$ cat src/hw/t2cru_pkg.sv
// t2cru_pkg: register map, field positions and counts of the timer unit
package t2cru_pkg;

  // register offsets
  localparam logic [7:0] ADDR_CTRL     = 8'hc8;
  localparam logic [7:0] ADDR_MODE     = 8'hc9;
  localparam logic [7:0] ADDR_RCAP_LO  = 8'hca;
  localparam logic [7:0] ADDR_RCAP_HI  = 8'hcb;
  localparam logic [7:0] ADDR_CNT_LO   = 8'hcc;
  localparam logic [7:0] ADDR_CNT_HI   = 8'hcd;
  localparam logic [7:0] ADDR_CLKCTL   = 8'he0;
  localparam logic [7:0] ADDR_IRQ_STAT = 8'he1;
  localparam logic [7:0] ADDR_IRQ_MASK = 8'he2;

  // timer_control fields
  localparam int CTL_OVF  = 7;
  localparam int CTL_EXT  = 6;
  localparam int CTL_RCLK = 5;
  localparam int CTL_TRANSMIT_CLOCK_SELECT = 4;
  localparam int CTL_EXEN = 3;
  localparam int CTL_RUN  = 2;
  localparam int CTL_CT   = 1;
  localparam int CTL_CPRL = 0;

  // timer_mode and clock control fields
  localparam int MODE_OE   = 1;
  localparam int MODE_DOWN_COUNT_ENABLE = 0;
  localparam int CKC_PRESC = 5;
  localparam int CKC_IEN   = 0;
  localparam logic [7:0] CKC_MASK = 8'h21;

  // event bits of the interrupt status register
  localparam int EV_OVF = 0;
  localparam int EV_EXT = 1;
  localparam int EV_CAP = 2;
  localparam int EV_RLD = 3;

  // reset values
  localparam logic [7:0]  RST_BYTE = 8'h00;
  localparam logic [15:0] RST_WORD = 16'h0000;
  localparam logic [3:0]  RST_NIB  = 4'h0;
  localparam logic [1:0]  RST_MODE = 2'h0;
  localparam logic [1:0]  RST_PIN  = 2'h3;

  // counts
  localparam logic [3:0]  PRE_SLOW = 4'hc;
  localparam logic [3:0]  PRE_FAST = 4'h4;
  localparam logic [15:0] CNT_TOP  = 16'hffff;

endpackage

$ cat src/hw/t2cru_pin_if.sv
// t2cru_pin_if: synchronised pin levels and edges for the timer core
`timescale 1ns/1ps
interface t2cru_pin_if;
  logic trig_lvl;
  logic trig_fall;
  logic cnt_fall;
  modport src (output trig_lvl, output trig_fall, output cnt_fall);
  modport dst (input trig_lvl, input trig_fall, input cnt_fall);
endinterface

$ cat src/hw/t2cru_pin_sync.sv
// t2cru_pin_sync: two-flop synchronisers and falling-edge detect
`timescale 1ns/1ps
module t2cru_pin_sync (
  // clock and reset
  input  logic      clk_sys,
  input  logic      arst_n,
  // pins, bit 0 trigger, bit 1 count
  input  logic      trig_pin,
  input  logic      count_pin,
  // to the core
  t2cru_pin_if.src  pins
);

  logic [1:0] s1_q;
  logic [1:0] s1_d;
  logic [1:0] s2_q;
  logic [1:0] s2_d;
  logic [1:0] s3_q;
  logic [1:0] s3_d;

  always_comb begin
    s1_d = {count_pin, trig_pin};
    s2_d = s1_q;
    s3_d = s2_q;
  end

  // reset high so a pin that is already low at release is seen as a fall
  always_ff @(posedge clk_sys or negedge arst_n) begin
    if (!arst_n) begin
      s1_q <= t2cru_pkg::RST_PIN;
      s2_q <= t2cru_pkg::RST_PIN;
      s3_q <= t2cru_pkg::RST_PIN;
    end else begin
      s1_q <= s1_d;
      s2_q <= s2_d;
      s3_q <= s3_d;
    end
  end

  // edges taken from stage two onward only
  assign pins.trig_lvl  = s2_q[0];
  assign pins.trig_fall = s3_q[0] & ~s2_q[0];
  assign pins.cnt_fall  = s3_q[1] & ~s2_q[1];

endmodule

$ cat src/hw/t2cru_timer.sv
// t2cru_timer: timer/counter core with register port and interrupts
`timescale 1ns/1ps
module t2cru_timer (
  // clock and reset
  input  logic       clk_sys,
  input  logic       arst_n,
  // register port
  input  logic [7:0] reg_addr,
  input  logic [7:0] reg_wdata,
  input  logic       reg_wr,
  input  logic       reg_rd,
  output logic [7:0] reg_rdata,
  // pins
  input  logic       trig_pin,
  input  logic       count_pin,
  output logic       clk_out,
  output logic       clk_out_oe_n,
  // serial time base
  input  logic       t1_ovf,
  output logic       rx_tick,
  output logic       tx_tick,
  // interrupts
  output logic       timer_irq,
  output logic       irq
);

  ////////////////////////////////////////////////////////////////////////
  // declarations

  t2cru_pin_if pins ();

  logic [7:0]  ctl_q;
  logic [7:0]  ctl_d;
  logic [1:0]  mode_q;
  logic [1:0]  mode_d;
  logic [7:0]  ckc_q;
  logic [7:0]  ckc_d;
  logic [15:0] rcap_q;
  logic [15:0] rcap_d;
  logic [15:0] cnt_q;
  logic [15:0] cnt_d;
  logic [15:0] cnt_hw;
  logic [3:0]  pre_q;
  logic [3:0]  pre_d;
  logic [3:0]  pre_lim;
  logic        clko_q;
  logic        clko_d;
  logic        rx_q;
  logic        rx_d;
  logic        tx_q;
  logic        tx_d;
  logic [3:0]  stat_q;
  logic [3:0]  stat_d;
  logic [3:0]  mask_q;
  logic [3:0]  mask_d;
  logic [3:0]  ev;
  logic [7:0]  rdata_q;
  logic [7:0]  rdata_d;

  logic wr_ctl;
  logic wr_mode;
  logic wr_rlo;
  logic wr_rhi;
  logic wr_clo;
  logic wr_chi;
  logic wr_ckc;
  logic wr_stat;
  logic wr_mask;
  logic baud;
  logic capmode;
  logic down_mode;
  logic down_dir;
  logic pre_tick;
  logic step;
  logic up_ovf;
  logic dn_hit;
  logic ovf_ev;
  logic trig_en;
  logic trig_act;
  logic do_cap;
  logic do_rld;
  logic tf_set;
  logic exf_set;

  function automatic logic wr_at(input logic wr, input logic [7:0] addr,
                                 input logic [7:0] off);
    return wr && (addr == off);
  endfunction

  t2cru_pin_sync u_sync (
    .clk_sys   (clk_sys),
    .arst_n    (arst_n),
    .trig_pin  (trig_pin),
    .count_pin (count_pin),
    .pins      (pins)
  );

  ////////////////////////////////////////////////////////////////////////
  // decode and mode

  assign wr_ctl  = wr_at(reg_wr, reg_addr, t2cru_pkg::ADDR_CTRL);
  assign wr_mode = wr_at(reg_wr, reg_addr, t2cru_pkg::ADDR_MODE);
  assign wr_rlo  = wr_at(reg_wr, reg_addr, t2cru_pkg::ADDR_RCAP_LO);
  assign wr_rhi  = wr_at(reg_wr, reg_addr, t2cru_pkg::ADDR_RCAP_HI);
  assign wr_clo  = wr_at(reg_wr, reg_addr, t2cru_pkg::ADDR_CNT_LO);
  assign wr_chi  = wr_at(reg_wr, reg_addr, t2cru_pkg::ADDR_CNT_HI);
  assign wr_ckc  = wr_at(reg_wr, reg_addr, t2cru_pkg::ADDR_CLKCTL);
  assign wr_stat = wr_at(reg_wr, reg_addr, t2cru_pkg::ADDR_IRQ_STAT);
  assign wr_mask = wr_at(reg_wr, reg_addr, t2cru_pkg::ADDR_IRQ_MASK);

  assign baud = ctl_q[t2cru_pkg::CTL_RCLK] | ctl_q[t2cru_pkg::CTL_TRANSMIT_CLOCK_SELECT];
  assign capmode = ctl_q[t2cru_pkg::CTL_CPRL] && !baud;
  // baud mode always counts up, so direction control is auto-reload only
  assign down_mode = mode_q[t2cru_pkg::MODE_DOWN_COUNT_ENABLE] && !capmode && !baud;
  assign down_dir  = down_mode && !pins.trig_lvl;

  assign pre_lim = ckc_q[t2cru_pkg::CKC_PRESC] ? t2cru_pkg::PRE_FAST
                                                : t2cru_pkg::PRE_SLOW;
  assign pre_tick = (pre_q >= (pre_lim - 4'h1));
  assign step = ctl_q[t2cru_pkg::CTL_RUN] &&
                (ctl_q[t2cru_pkg::CTL_CT] ? pins.cnt_fall
                                          : pre_tick);

  assign up_ovf = step && !down_dir && (cnt_q == t2cru_pkg::CNT_TOP);
  assign dn_hit = step && down_dir && (cnt_q == rcap_q);
  assign ovf_ev = up_ovf | dn_hit;

  // trigger pin drives direction while down-counting, so no reload then
  assign trig_en  = pins.trig_fall && ctl_q[t2cru_pkg::CTL_EXEN];
  assign trig_act = trig_en && !baud && !down_mode;
  assign do_cap   = trig_act && capmode;
  assign do_rld   = (trig_act || up_ovf) && !capmode;
  assign tf_set   = ovf_ev && !baud;
  assign exf_set  = trig_en && !mode_q[t2cru_pkg::MODE_DOWN_COUNT_ENABLE];

  ////////////////////////////////////////////////////////////////////////
  // timer core

  always_comb begin
    pre_d = pre_q + 4'h1;
    if (!ctl_q[t2cru_pkg::CTL_RUN] || ctl_q[t2cru_pkg::CTL_CT] ||
        pre_tick) begin
      pre_d = 4'h0;
    end
    cnt_hw = cnt_q;
    if (do_rld) begin
      cnt_hw = rcap_q;
    end else if (dn_hit) begin
      cnt_hw = t2cru_pkg::CNT_TOP;
    end else if (step) begin
      cnt_hw = down_dir ? cnt_q - 16'h0001 : cnt_q + 16'h0001;
    end
    // a software byte write beats the counting logic
    cnt_d = cnt_hw;
    if (wr_clo) begin
      cnt_d[7:0] = reg_wdata;
    end
    if (wr_chi) begin
      cnt_d[15:8] = reg_wdata;
    end
    rcap_d = rcap_q;
    if (wr_rlo) begin
      rcap_d[7:0] = reg_wdata;
    end
    if (wr_rhi) begin
      rcap_d[15:8] = reg_wdata;
    end
    if (do_cap) begin
      rcap_d = cnt_q;
    end
    ctl_d = wr_ctl ? reg_wdata : ctl_q;
    ctl_d[t2cru_pkg::CTL_OVF] = ctl_d[t2cru_pkg::CTL_OVF] | tf_set;
    ctl_d[t2cru_pkg::CTL_EXT] = ctl_d[t2cru_pkg::CTL_EXT] | exf_set;
    mode_d = wr_mode ? reg_wdata[1:0] : mode_q;
    ckc_d  = wr_ckc ? (reg_wdata & t2cru_pkg::CKC_MASK) : ckc_q;
    clko_d = clko_q ^ (mode_q[t2cru_pkg::MODE_OE] && ovf_ev);
    rx_d = ctl_q[t2cru_pkg::CTL_RCLK] ? ovf_ev : t1_ovf;
    tx_d = ctl_q[t2cru_pkg::CTL_TRANSMIT_CLOCK_SELECT] ? ovf_ev : t1_ovf;
  end

  always_ff @(posedge clk_sys or negedge arst_n) begin
    if (!arst_n) begin
      pre_q  <= t2cru_pkg::RST_NIB;
      cnt_q  <= t2cru_pkg::RST_WORD;
      rcap_q <= t2cru_pkg::RST_WORD;
      ctl_q  <= t2cru_pkg::RST_BYTE;
      mode_q <= t2cru_pkg::RST_MODE;
      ckc_q  <= t2cru_pkg::RST_BYTE;
      clko_q <= 1'b0;
      rx_q   <= 1'b0;
      tx_q   <= 1'b0;
    end else begin
      pre_q  <= pre_d;
      cnt_q  <= cnt_d;
      rcap_q <= rcap_d;
      ctl_q  <= ctl_d;
      mode_q <= mode_d;
      ckc_q  <= ckc_d;
      clko_q <= clko_d;
      rx_q   <= rx_d;
      tx_q   <= tx_d;
    end
  end

  ////////////////////////////////////////////////////////////////////////
  // register read and interrupt status

  always_comb begin
    ev = 4'h0;
    ev[t2cru_pkg::EV_OVF] = ovf_ev;
    ev[t2cru_pkg::EV_EXT] = exf_set;
    ev[t2cru_pkg::EV_CAP] = do_cap;
    ev[t2cru_pkg::EV_RLD] = do_rld;
    // new events win over a write-one-to-clear in the same cycle
    stat_d = (stat_q & ~(wr_stat ? reg_wdata[3:0] : 4'h0)) | ev;
    mask_d = wr_mask ? reg_wdata[3:0] : mask_q;
    rdata_d = 8'h00;
    if (reg_rd) begin
      case (reg_addr)
        t2cru_pkg::ADDR_CTRL:     rdata_d = ctl_q;
        t2cru_pkg::ADDR_MODE:     rdata_d = {6'h00, mode_q};
        t2cru_pkg::ADDR_RCAP_LO:  rdata_d = rcap_q[7:0];
        t2cru_pkg::ADDR_RCAP_HI:  rdata_d = rcap_q[15:8];
        t2cru_pkg::ADDR_CNT_LO:   rdata_d = cnt_q[7:0];
        t2cru_pkg::ADDR_CNT_HI:   rdata_d = cnt_q[15:8];
        t2cru_pkg::ADDR_CLKCTL:   rdata_d = ckc_q;
        t2cru_pkg::ADDR_IRQ_STAT: rdata_d = {4'h0, stat_q};
        t2cru_pkg::ADDR_IRQ_MASK: rdata_d = {4'h0, mask_q};
        default:                  rdata_d = 8'h00;
      endcase
    end
  end

  always_ff @(posedge clk_sys or negedge arst_n) begin
    if (!arst_n) begin
      stat_q  <= t2cru_pkg::RST_NIB;
      mask_q  <= t2cru_pkg::RST_NIB;
      rdata_q <= t2cru_pkg::RST_BYTE;
    end else begin
      stat_q  <= stat_d;
      mask_q  <= mask_d;
      rdata_q <= rdata_d;
    end
  end

  ////////////////////////////////////////////////////////////////////////
  // outputs

  assign reg_rdata    = rdata_q;
  assign clk_out      = clko_q;
  assign clk_out_oe_n = !mode_q[t2cru_pkg::MODE_OE];
  assign rx_tick      = rx_q;
  assign tx_tick      = tx_q;
  assign timer_irq = (ctl_q[t2cru_pkg::CTL_OVF] | ctl_q[t2cru_pkg::CTL_EXT])
                     && ckc_q[t2cru_pkg::CKC_IEN];
  assign irq = |(stat_q & mask_q);
endmodule

$ cat config.mk
export PLATFORM = sky130hd
export DESIGN_NAME = t2cru_timer
export DESIGN_NICKNAME = d
export VERILOG_FILES = /design/src/hw/t2cru_pkg.sv /design/src/hw/t2cru_pin_if.sv /design/src/hw/t2cru_pin_sync.sv /design/src/hw/t2cru_timer.sv
export SDC_FILE = /design/constraint.sdc
export NUM_CORES = 1
export LEC_CHECK = 0
export BUFFER_PORTS_ARGS = -buffer_cell sky130_fd_sc_hd__buf_2
export CELL_PAD_IN_SITES_DETAIL_PLACEMENT = 1
export CELL_PAD_IN_SITES_GLOBAL_PLACEMENT = 2
export CORE_ASPECT_RATIO = 1.75
export CORE_MARGIN = 8
export CORE_UTILIZATION = 30
export CTS_BUF_LIST = sky130_fd_sc_hd__clkbuf_2
export DETAILED_ROUTE_END_ITERATION = 6
export GPL_TIMING_DRIVEN = 0
export PLACE_DENSITY_LB_ADDON = 0.3
export SKIP_LAST_GASP = 1
export SLEW_MARGIN = 20
export SYNTH_ARGS = -nofsm -noshare
export SYNTH_HDL_FRONTEND = slang
export SYNTH_HIERARCHICAL = 1
export SYNTH_SLANG_ARGS = --single-unit
$ cat constraint.sdc
create_clock -name clk_sys -period 3.73 [get_ports clk_sys]
set_clock_uncertainty 0.1 [all_clocks]
set_input_delay 0.5595 -clock clk_sys [delete_from_list [all_inputs] [get_ports clk_sys]]
set_output_delay 0.5595 -clock clk_sys [all_outputs]
set_load 0.005 [all_outputs]
==> results by group, run 1 <==
Status
  • Status: complete, no violations

Synth
  • Syn Std Cell Area: around 0.0045 sq mm
  • Post-synth top flop: dfrtp_1
  • Post-synth ARST share: 1.00
  • Post-synthesis cell type count: between 60 and 70
  • Post-synth net total: 521
  • Gate Count Post-Synth: between 400 and 500
  • Post-synth EDFFs: 0
  • Yosys warns: 6
  • Sequential-to-total area share from yosys stat: 0.406
  • Syn Area/Cell: 9.14 sq um
  • Yosys reg bits: 73

Setup path
  • Worst Path Buf+Inv: 0
  • Biggest cell delay along the critical path: 550 ps
  • Req. time, crit path: roughly 4000 ps
  • Worst-path maximum fanout: 8
  • Crit path max-delay family: simple AND/OR/NAND/NOR gates
  • Crit path from: ctl_q[4]$_DFFE_PN0P_
  • CP Capture Type: register
  • CP Launch Type: register
  • Crit-path slowest cell: dfrtp_1
  • Critical-path cell list: nor4b_4, nand2_2, xnor2_1, ha_1, nand2_1, nor2_1, a2bb2oi_1, mux2i_1, xnor2_1, a2bb2oi_1
  • Worst r2r src: ctl_q[4]$_DFFE_PN0P_
  • Crit path arrival time: 3770 ps
  • CP Class: register to register

Placement
  • # port buffers: 36
  • Detailed placement HPWL: 14300 microns
  • DP Worst Slack: approximately 180 ps
  • Gpl congestion: between 0.9 and 1

Clocking
  • Clock buffer count from CTS: 9
  • CTS tree: done
  • Clock transition at path regs: about 210 ps
  • Clock root buffer: clkbuf_2
  • Htree depth: 3
  • Worst-Skew Late Latency: 570 ps
  • CTS Sinks: between 70 and 80
  • Clock tree buffer depth: 2

Detailed routing
  • 1st-iter DRT viols: 244
  • Vias per inst: 5.79
  • Final wirelength: between 15000 and 20000 microns
  • Number of routed nets with antenna violations: 0
  • First-pass DRT Iterations: 4
  • Post-route DRC: 0
  • Wire per inst: 25.3 microns
  • Via count: 4253

Timing
  • Worst Slack Setup Final: 344 ps
  • Final setup TNS: 0 ps
  • Slew at the pin with the worst max-slew slack: 961 ps
  • Fin. Hold Viols: 0
  • Minimum clock period: approximately 3400 ps
  • Setup violations, final: 0
  • Max-slew violation count: 0
  • RSZ-0062 raised after global routing: no
  • Crit share post-route: 0.908
  • Max Freq: 295 MHz
  • Slew HR: 0.350

Layout
  • Leading cell types in the layout, fill and taps excluded: 67 x dfrtp_1, 42 x nor2_1, 42 x buf_2
  • Commonest non-fill, non-tap cell in the layout: dfrtp_1
  • Layout cells sized above 1: 0.171
  • Nets: about 570
  • Area growth from synthesis to layout: 13.1%

Die
  • DIE WIDTH: 109 microns
  • Starting density of the core: 0.305
  • Cell Rows: 59
  • Top Ports: 37
  • Chip height: 178 microns
  • Die area: 0.0194 sq mm
  • Core region area: 0.0148 sq mm

Run
  • Max cap viols: 0

Hold path
  • HP Start: t1_ovf
  • Worst hold-check path type: input port to register

Global route
  • Gr ovfl total: 0
  • Met3 Use GR: 0.0365
  • Gr usage total: 0.204
  • Initial antenna violation count: 1
  • First-pass GRT wire length: 29000 microns
  • Met2 usage: 0.355
  • Largest net degree at the start of global routing: 56
  • GR peak layer: met2
  • GR Layer Usage met1: 0.209
  • Vias in the first global route: 4694

Power and ir drop
  • Power Dens Cells: 395 mW/mm^2
  • VDD IR max: 0.000129 V
  • Leakage: roughly 2.1 nW
[routing by layer]
metal / vias up / wire length (microns)
li1: 1925 / -
met1: 2139 / 6780
met2: 122 / 9820
met3: 67 / 584
met4: 0 / 1440
met5: - / 0
[synth_stat cells (8+ instances only)]
cell / n / area, sq um
o221ai_1: 12 / 105
dfrtp_1: 67 / 1680
and3_1: 9 / 56.3
inv_1: 9 / 33.8
a21oi_1: 29 / 145
nand4_1: 9 / 56.3
a2bb2oi_1: 8 / 70.1
mux2i_1: 21 / 210
clkbuf_1: 23 / 86.3
nand3_1: 16 / 80.1
xor2_1: 19 / 166
a22oi_1: 18 / 135
nor2_1: 42 / 158
nand2_1: 40 / 150
nor4_1: 9 / 56.3
nor3_1: 12 / 60.1
o21ai_0: 29 / 145
xnor2_1: 16 / 140
[cells by family after synthesis]
family	count (synthesis)	synth area share
AO/OA/AOI/OAI	138	0.206
XOR/XNOR	35	0.0678
adder cells (fa/ha/maj)	3	0.00830
buffers and inverters	48	0.0467
flip-flops	73	0.406
multiplexers	25	0.0589
AND/OR/NAND/NOR	173	0.206
[report_power, final]
part | internal (W) | switching (W) | total (W)
Combinational | 0.000218 | 0.000409 | 0.000627
Clock | 0.000159 | 0.000308 | 0.000467
Sequential | 0.000864 | 0.0000591 | 0.000923
Total | 0.00124 | 0.000776 | 0.00202
[per-stage QoR]
step                instances  hold slack [ps]  cell area [sq um]  utilization  total power, W
floorplan                 495              164               4520            -         0.00132
global placement          714              245               4930        0.332         0.00154
detailed placement        715              247               4960        0.334         0.00156
CTS                       734              121               5100        0.344         0.00203
global route              735              125               5110        0.345         0.00213
finish                    735              166               5110        0.345         0.00202
[state kept, by name (all words and copies together) (netlist names), 4 cells and up]
register	count
mask_q	4
rcap_q	16
stat_q	4
reg_rdata	8
ctl_q	8
cnt_q	16
pre_q	4
[worst min-delay path, cell delays in order]
cell and delay [ps]:
buf_2 100, nor2_1 80, a21oi_1 40
[timing repair]
item,4_1_cts,5_1_grt
hold buffers,3,0
resized for setup,0,2
buffers inserted,0,0
setup endpoints to repair,0,2
endpoints found under the hold margin,19,0
[path summary, 6_finish.rpt]
| path | end | slack [ps] | cells after the start |
|---|---|---|---|
| setup / recovery | cnt_q[14]$_DFFE_PN0P_ | 340 | 10 |
| hold / removal | tx_tick$_DFF_PN0_ | 170 | 3 |
| setup reg to reg | cnt_q[14]$_DFFE_PN0P_ | 340 | 10 |
| hold reg to reg | u_sync/s2_q[0]$_DFF_PN1_ | 270 | 0 |
| max in group asynchronous | u_sync/s2_q[1]$_DFF_PN1_ | 2580 | 3 |
| min in group asynchronous | cnt_q[3]$_DFFE_PN0P_ | 280 | 2 |
[area by class of cell]
type | count | area, sq um
Antenna cell | 1 | 2.50
Buffer | 39 | 178
Clock buffer | 11 | 55.1
Clock inverter | 5 | 56.3
Fill cell | 1773 | 9720
Inverter | 9 | 33.8
Multi-Input combinational cell | 374 | 2480
Sequential cell | 73 | 1830
Tap cell | 183 | 229
Timing Repair Buffer | 40 | 240
Power figures use the tool's default switching activity.
==> run 2, diff against run 1 <==
--- a/config.mk
+++ b/config.mk
@@ -5,7 +5,6 @@
 export SDC_FILE = /design/constraint.sdc
 export NUM_CORES = 1
 export LEC_CHECK = 0
-export BUFFER_PORTS_ARGS = -buffer_cell sky130_fd_sc_hd__buf_2
 export CELL_PAD_IN_SITES_DETAIL_PLACEMENT = 1
 export CELL_PAD_IN_SITES_GLOBAL_PLACEMENT = 2
 export CORE_ASPECT_RATIO = 1.75
@@ -13,6 +12,7 @@
 export CORE_UTILIZATION = 30
 export CTS_BUF_LIST = sky130_fd_sc_hd__clkbuf_2
 export DETAILED_ROUTE_END_ITERATION = 6
+export DONT_BUFFER_PORTS = 1
 export GPL_TIMING_DRIVEN = 0
 export PLACE_DENSITY_LB_ADDON = 0.3
 export SKIP_LAST_GASP = 1
==> results by group, run 2 (synthesized netlist as in run 1, its figures left out) <==
Status
  • Status: complete, no violations (unchanged)

Run
  • Max cap viols: 0 (unchanged)

Hold path
  • Worst hold-check path type: input port to register (unchanged)
  • HP Start: reg_wdata[7] (was t1_ovf)
  • Hold depth: 2 (was 3)
  • WHS Endpoint: ctl_q[7]$_DFF_PN0_ (was tx_tick$_DFF_PN0_)

Clocking
  • CTS tree: done (unchanged)
  • Worst-Skew Late Latency: 580 ps (was 570 ps)
  • CTS Sinks: 73 (unchanged)
  • Clock root buffer: clkbuf_2 (unchanged)
  • Clock tree buffer depth: 2 (unchanged)
  • Clock transition at path regs: 220 ps (was 210 ps)
  • Clock buffer count from CTS: 9 (unchanged)
  • Htree depth: 3 (unchanged)

Timing
  • Slew at the pin with the worst max-slew slack: 955 ps (was 961 ps)
  • Final setup TNS: 0 ps (unchanged)
  • Fin. Hold Viols: 0 (unchanged)
  • RSZ-0062 raised after global routing: no (unchanged)
  • Slew HR: 0.354 (was 0.350)
  • Crit share post-route: 0.938 (was 0.908)
  • Max Freq: 286 MHz (was 295 MHz)
  • Setup violations, final: 0 (unchanged)
  • Max-slew violation count: 0 (unchanged)
  • Minimum clock period: 3500 ps (was 3390 ps)
  • Hold_ws: 32.0 ps (was 166 ps)

Detailed routing
  • 1st-iter DRT viols: 258 (was 244)
  • Final wirelength: 18800 microns (was 18600 microns)
  • Number of routed nets with antenna violations: 0 (unchanged)
  • Vias per inst: 5.91 (was 5.79)
  • Wire per inst: 26.7 microns (was 25.3 microns)
  • Post-route DRC: 0 (unchanged)
  • Via count: 4168 (was 4253)
  • First-pass DRT Iterations: 4 (unchanged)

Power and ir drop
  • Power Dens Cells: 401 mW/mm^2 (was 395 mW/mm^2)
  • Switching part of the total: 0.386 (was 0.385)
  • VDD IR max: 0.000118 V (was 0.000129 V)
  • Comb pwr share: 0.305 (was 0.311)
  • Internal power: 0.00123 W (was 0.00124 W)
  • Sequential power share: 0.463 (was 0.458)
  • Leakage: 1.99 nW (was 2.13 nW)
  • Clk pwr share: 0.232 (was 0.231)
  • Net Sw Power: 0.000772 W (was 0.000776 W)

Setup path
  • Crit path max-delay family: simple AND/OR/NAND/NOR gates (unchanged)
  • CP Class: register to register (unchanged)
  • Reg2reg end: cnt_q[14]$_DFFE_PN0P_ (unchanged)
  • Worst r2r src: ctl_q[4]$_DFFE_PN0P_ (unchanged)
  • Crit path arrival time: 3890 ps (was 3770 ps)
  • CP Capture Type: register (unchanged)
  • R2R Setup Slk: 230 ps (was 340 ps)
  • Crit-path slowest cell: dfrtp_1 (unchanged)
  • Worst r2r path cells: 10 (unchanged)
  • Worst-path maximum fanout: 8 (unchanged)
  • Worst Path Buf+Inv: 0 (unchanged)
  • Req. time, crit path: 4120 ps (about the same)
  • Biggest cell delay along the critical path: 550 ps (about the same)
  • CP Launch Type: register (unchanged)
  • Critical-path cell list: nor4b_4, nand2_1, xnor2_1, ha_1, nor3_2, a211oi_2, a2bb2oi_1, mux2i_1, xnor2_1, a2bb2oi_1 (was nor4b_4, nand2_2, xnor2_1, ha_1, nand2_1, nor2_1, a2bb2oi_1, mux2i_1, xnor2_1, a2bb2oi_1)

Layout
  • Fin util: 0.336 (was 0.345)
  • Commonest non-fill, non-tap cell in the layout: dfrtp_1 (unchanged)
  • Biggest regs: cnt_q x16, rcap_q x16 (unchanged)
  • Layout cells sized above 1: 0.106 (was 0.171)
  • Nets: 542 (was 572)
  • Leading cell types in the layout, fill and taps excluded: 67 x dfrtp_1, 42 x nor2_1, 40 x nand2_1 (was 67 x dfrtp_1, 42 x nor2_1, 42 x buf_2)
  • Area growth from synthesis to layout: 10.2% (was 13.1%)

Global route
  • Initial antenna violation count: 1 (unchanged)
  • Vias in the first global route: 4514 (was 4694)
  • Gr ovfl total: 0 (unchanged)
  • Gr usage total: 0.202 (was 0.204)
  • Largest net degree at the start of global routing: 74 (was 56)
  • First-pass GRT wire length: 28600 microns (was 29000 microns)

Placement
  • # port buffers: 0 (was 36)
  • Detailed placement HPWL: 14100 microns (was 14300 microns)
  • Gpl congestion: 0.901 (was 0.935)

Die
  • DIE WIDTH: 109 microns (unchanged)
  • Core region area: 0.0148 sq mm (unchanged)
  • Cell Rows: 59 (unchanged)
  • Top Ports: 37 (unchanged)
  • Die area: 0.0194 sq mm (unchanged)
  • Starting density of the core: 0.305 (unchanged)
  • Chip height: 178 microns (unchanged)
==> run 2: layout make-up <==
type,instances,area (sq um)
antenna,1,2.50
sequential,73,1830
fill,1757,9850
tap,183,229
multi-input combinational,374,2480
clock buffer,10,50.0
inverter,9,33.8
clock inverter,6,58.8
buffer,39,178
timing repair buffer,10,118
==> run 2: worst register-to-register path, stage by stage, from the launching register on <==
cell	delay [ps]
dfrtp_1	550
nor4b_4	460
nand2_1	320
xnor2_1	230
ha_1	340
nor3_2	150
a211oi_2	300
a2bb2oi_1	370
mux2i_1	310
xnor2_1	150
a2bb2oi_1	170
==> run 2: worst max-delay path by stage <==
stage                              start                    end  slack, ps  depth (start not counted)
CTS                 ctl_q[4]$_DFFE_PN0P_  cnt_q[14]$_DFFE_PN0P_        120                         10
finish              ctl_q[4]$_DFFE_PN0P_  cnt_q[14]$_DFFE_PN0P_        230                         10
global placement    ctl_q[4]$_DFFE_PN0P_  cnt_q[14]$_DFFE_PN0P_        190                         10
floorplan           ctl_q[5]$_DFFE_PN0P_  cnt_q[14]$_DFFE_PN0P_       1060                         11
detailed placement  ctl_q[4]$_DFFE_PN0P_  cnt_q[14]$_DFFE_PN0P_        170                         10
global route        ctl_q[4]$_DFFE_PN0P_  cnt_q[14]$_DFFE_PN0P_         60                         10
==> run 2: stage by stage <==
stage / total power [W] / instances / setup WS [ps] / area (sq um)
finish: 0.00200 / 705 / 231 / 4990
global route: 0.00211 / 705 / 55.4 / 4990
floorplan: 0.00132 / 495 / 1060 / 4520
CTS: 0.00201 / 704 / 120 / 4980
global placement: 0.00150 / 678 / 191 / 4750
detailed placement: 0.00151 / 678 / 171 / 4750
==> run 2: repair_timing <==
| action | in CTS | in global routing |
|---|---|---|
| setup buffers | 0 | 0 |
| hold buffers | 10 | 0 |
| endpoints found under the hold margin | 85 | 0 |
| setup endpoints to repair | 0 | 1 |
| resized for setup | 0 | 1 |
==> run 2: per-layer routing <==
layer,global-route usage,part of all wire,up-vias
met5,0,0,-
met4,0.151,0.066,0
met3,0.0275,0.040,51
met2,0.371,0.55,128
met1,0.199,0.34,2113
li1,-,-,1876
==> run 2: power by group through the flow <==
stage | registers (W) | clock network (W) | logic (W)
after floorplan | 0.000914 | 0 | 0.000404
after global placement | 0.000935 | 0 | 0.000566
after detailed placement | 0.000938 | 0 | 0.000573
after CTS | 0.000925 | 0.000477 | 0.000608
after global routing | 0.000937 | 0.000507 | 0.000663
final | 0.000927 | 0.000463 | 0.000611
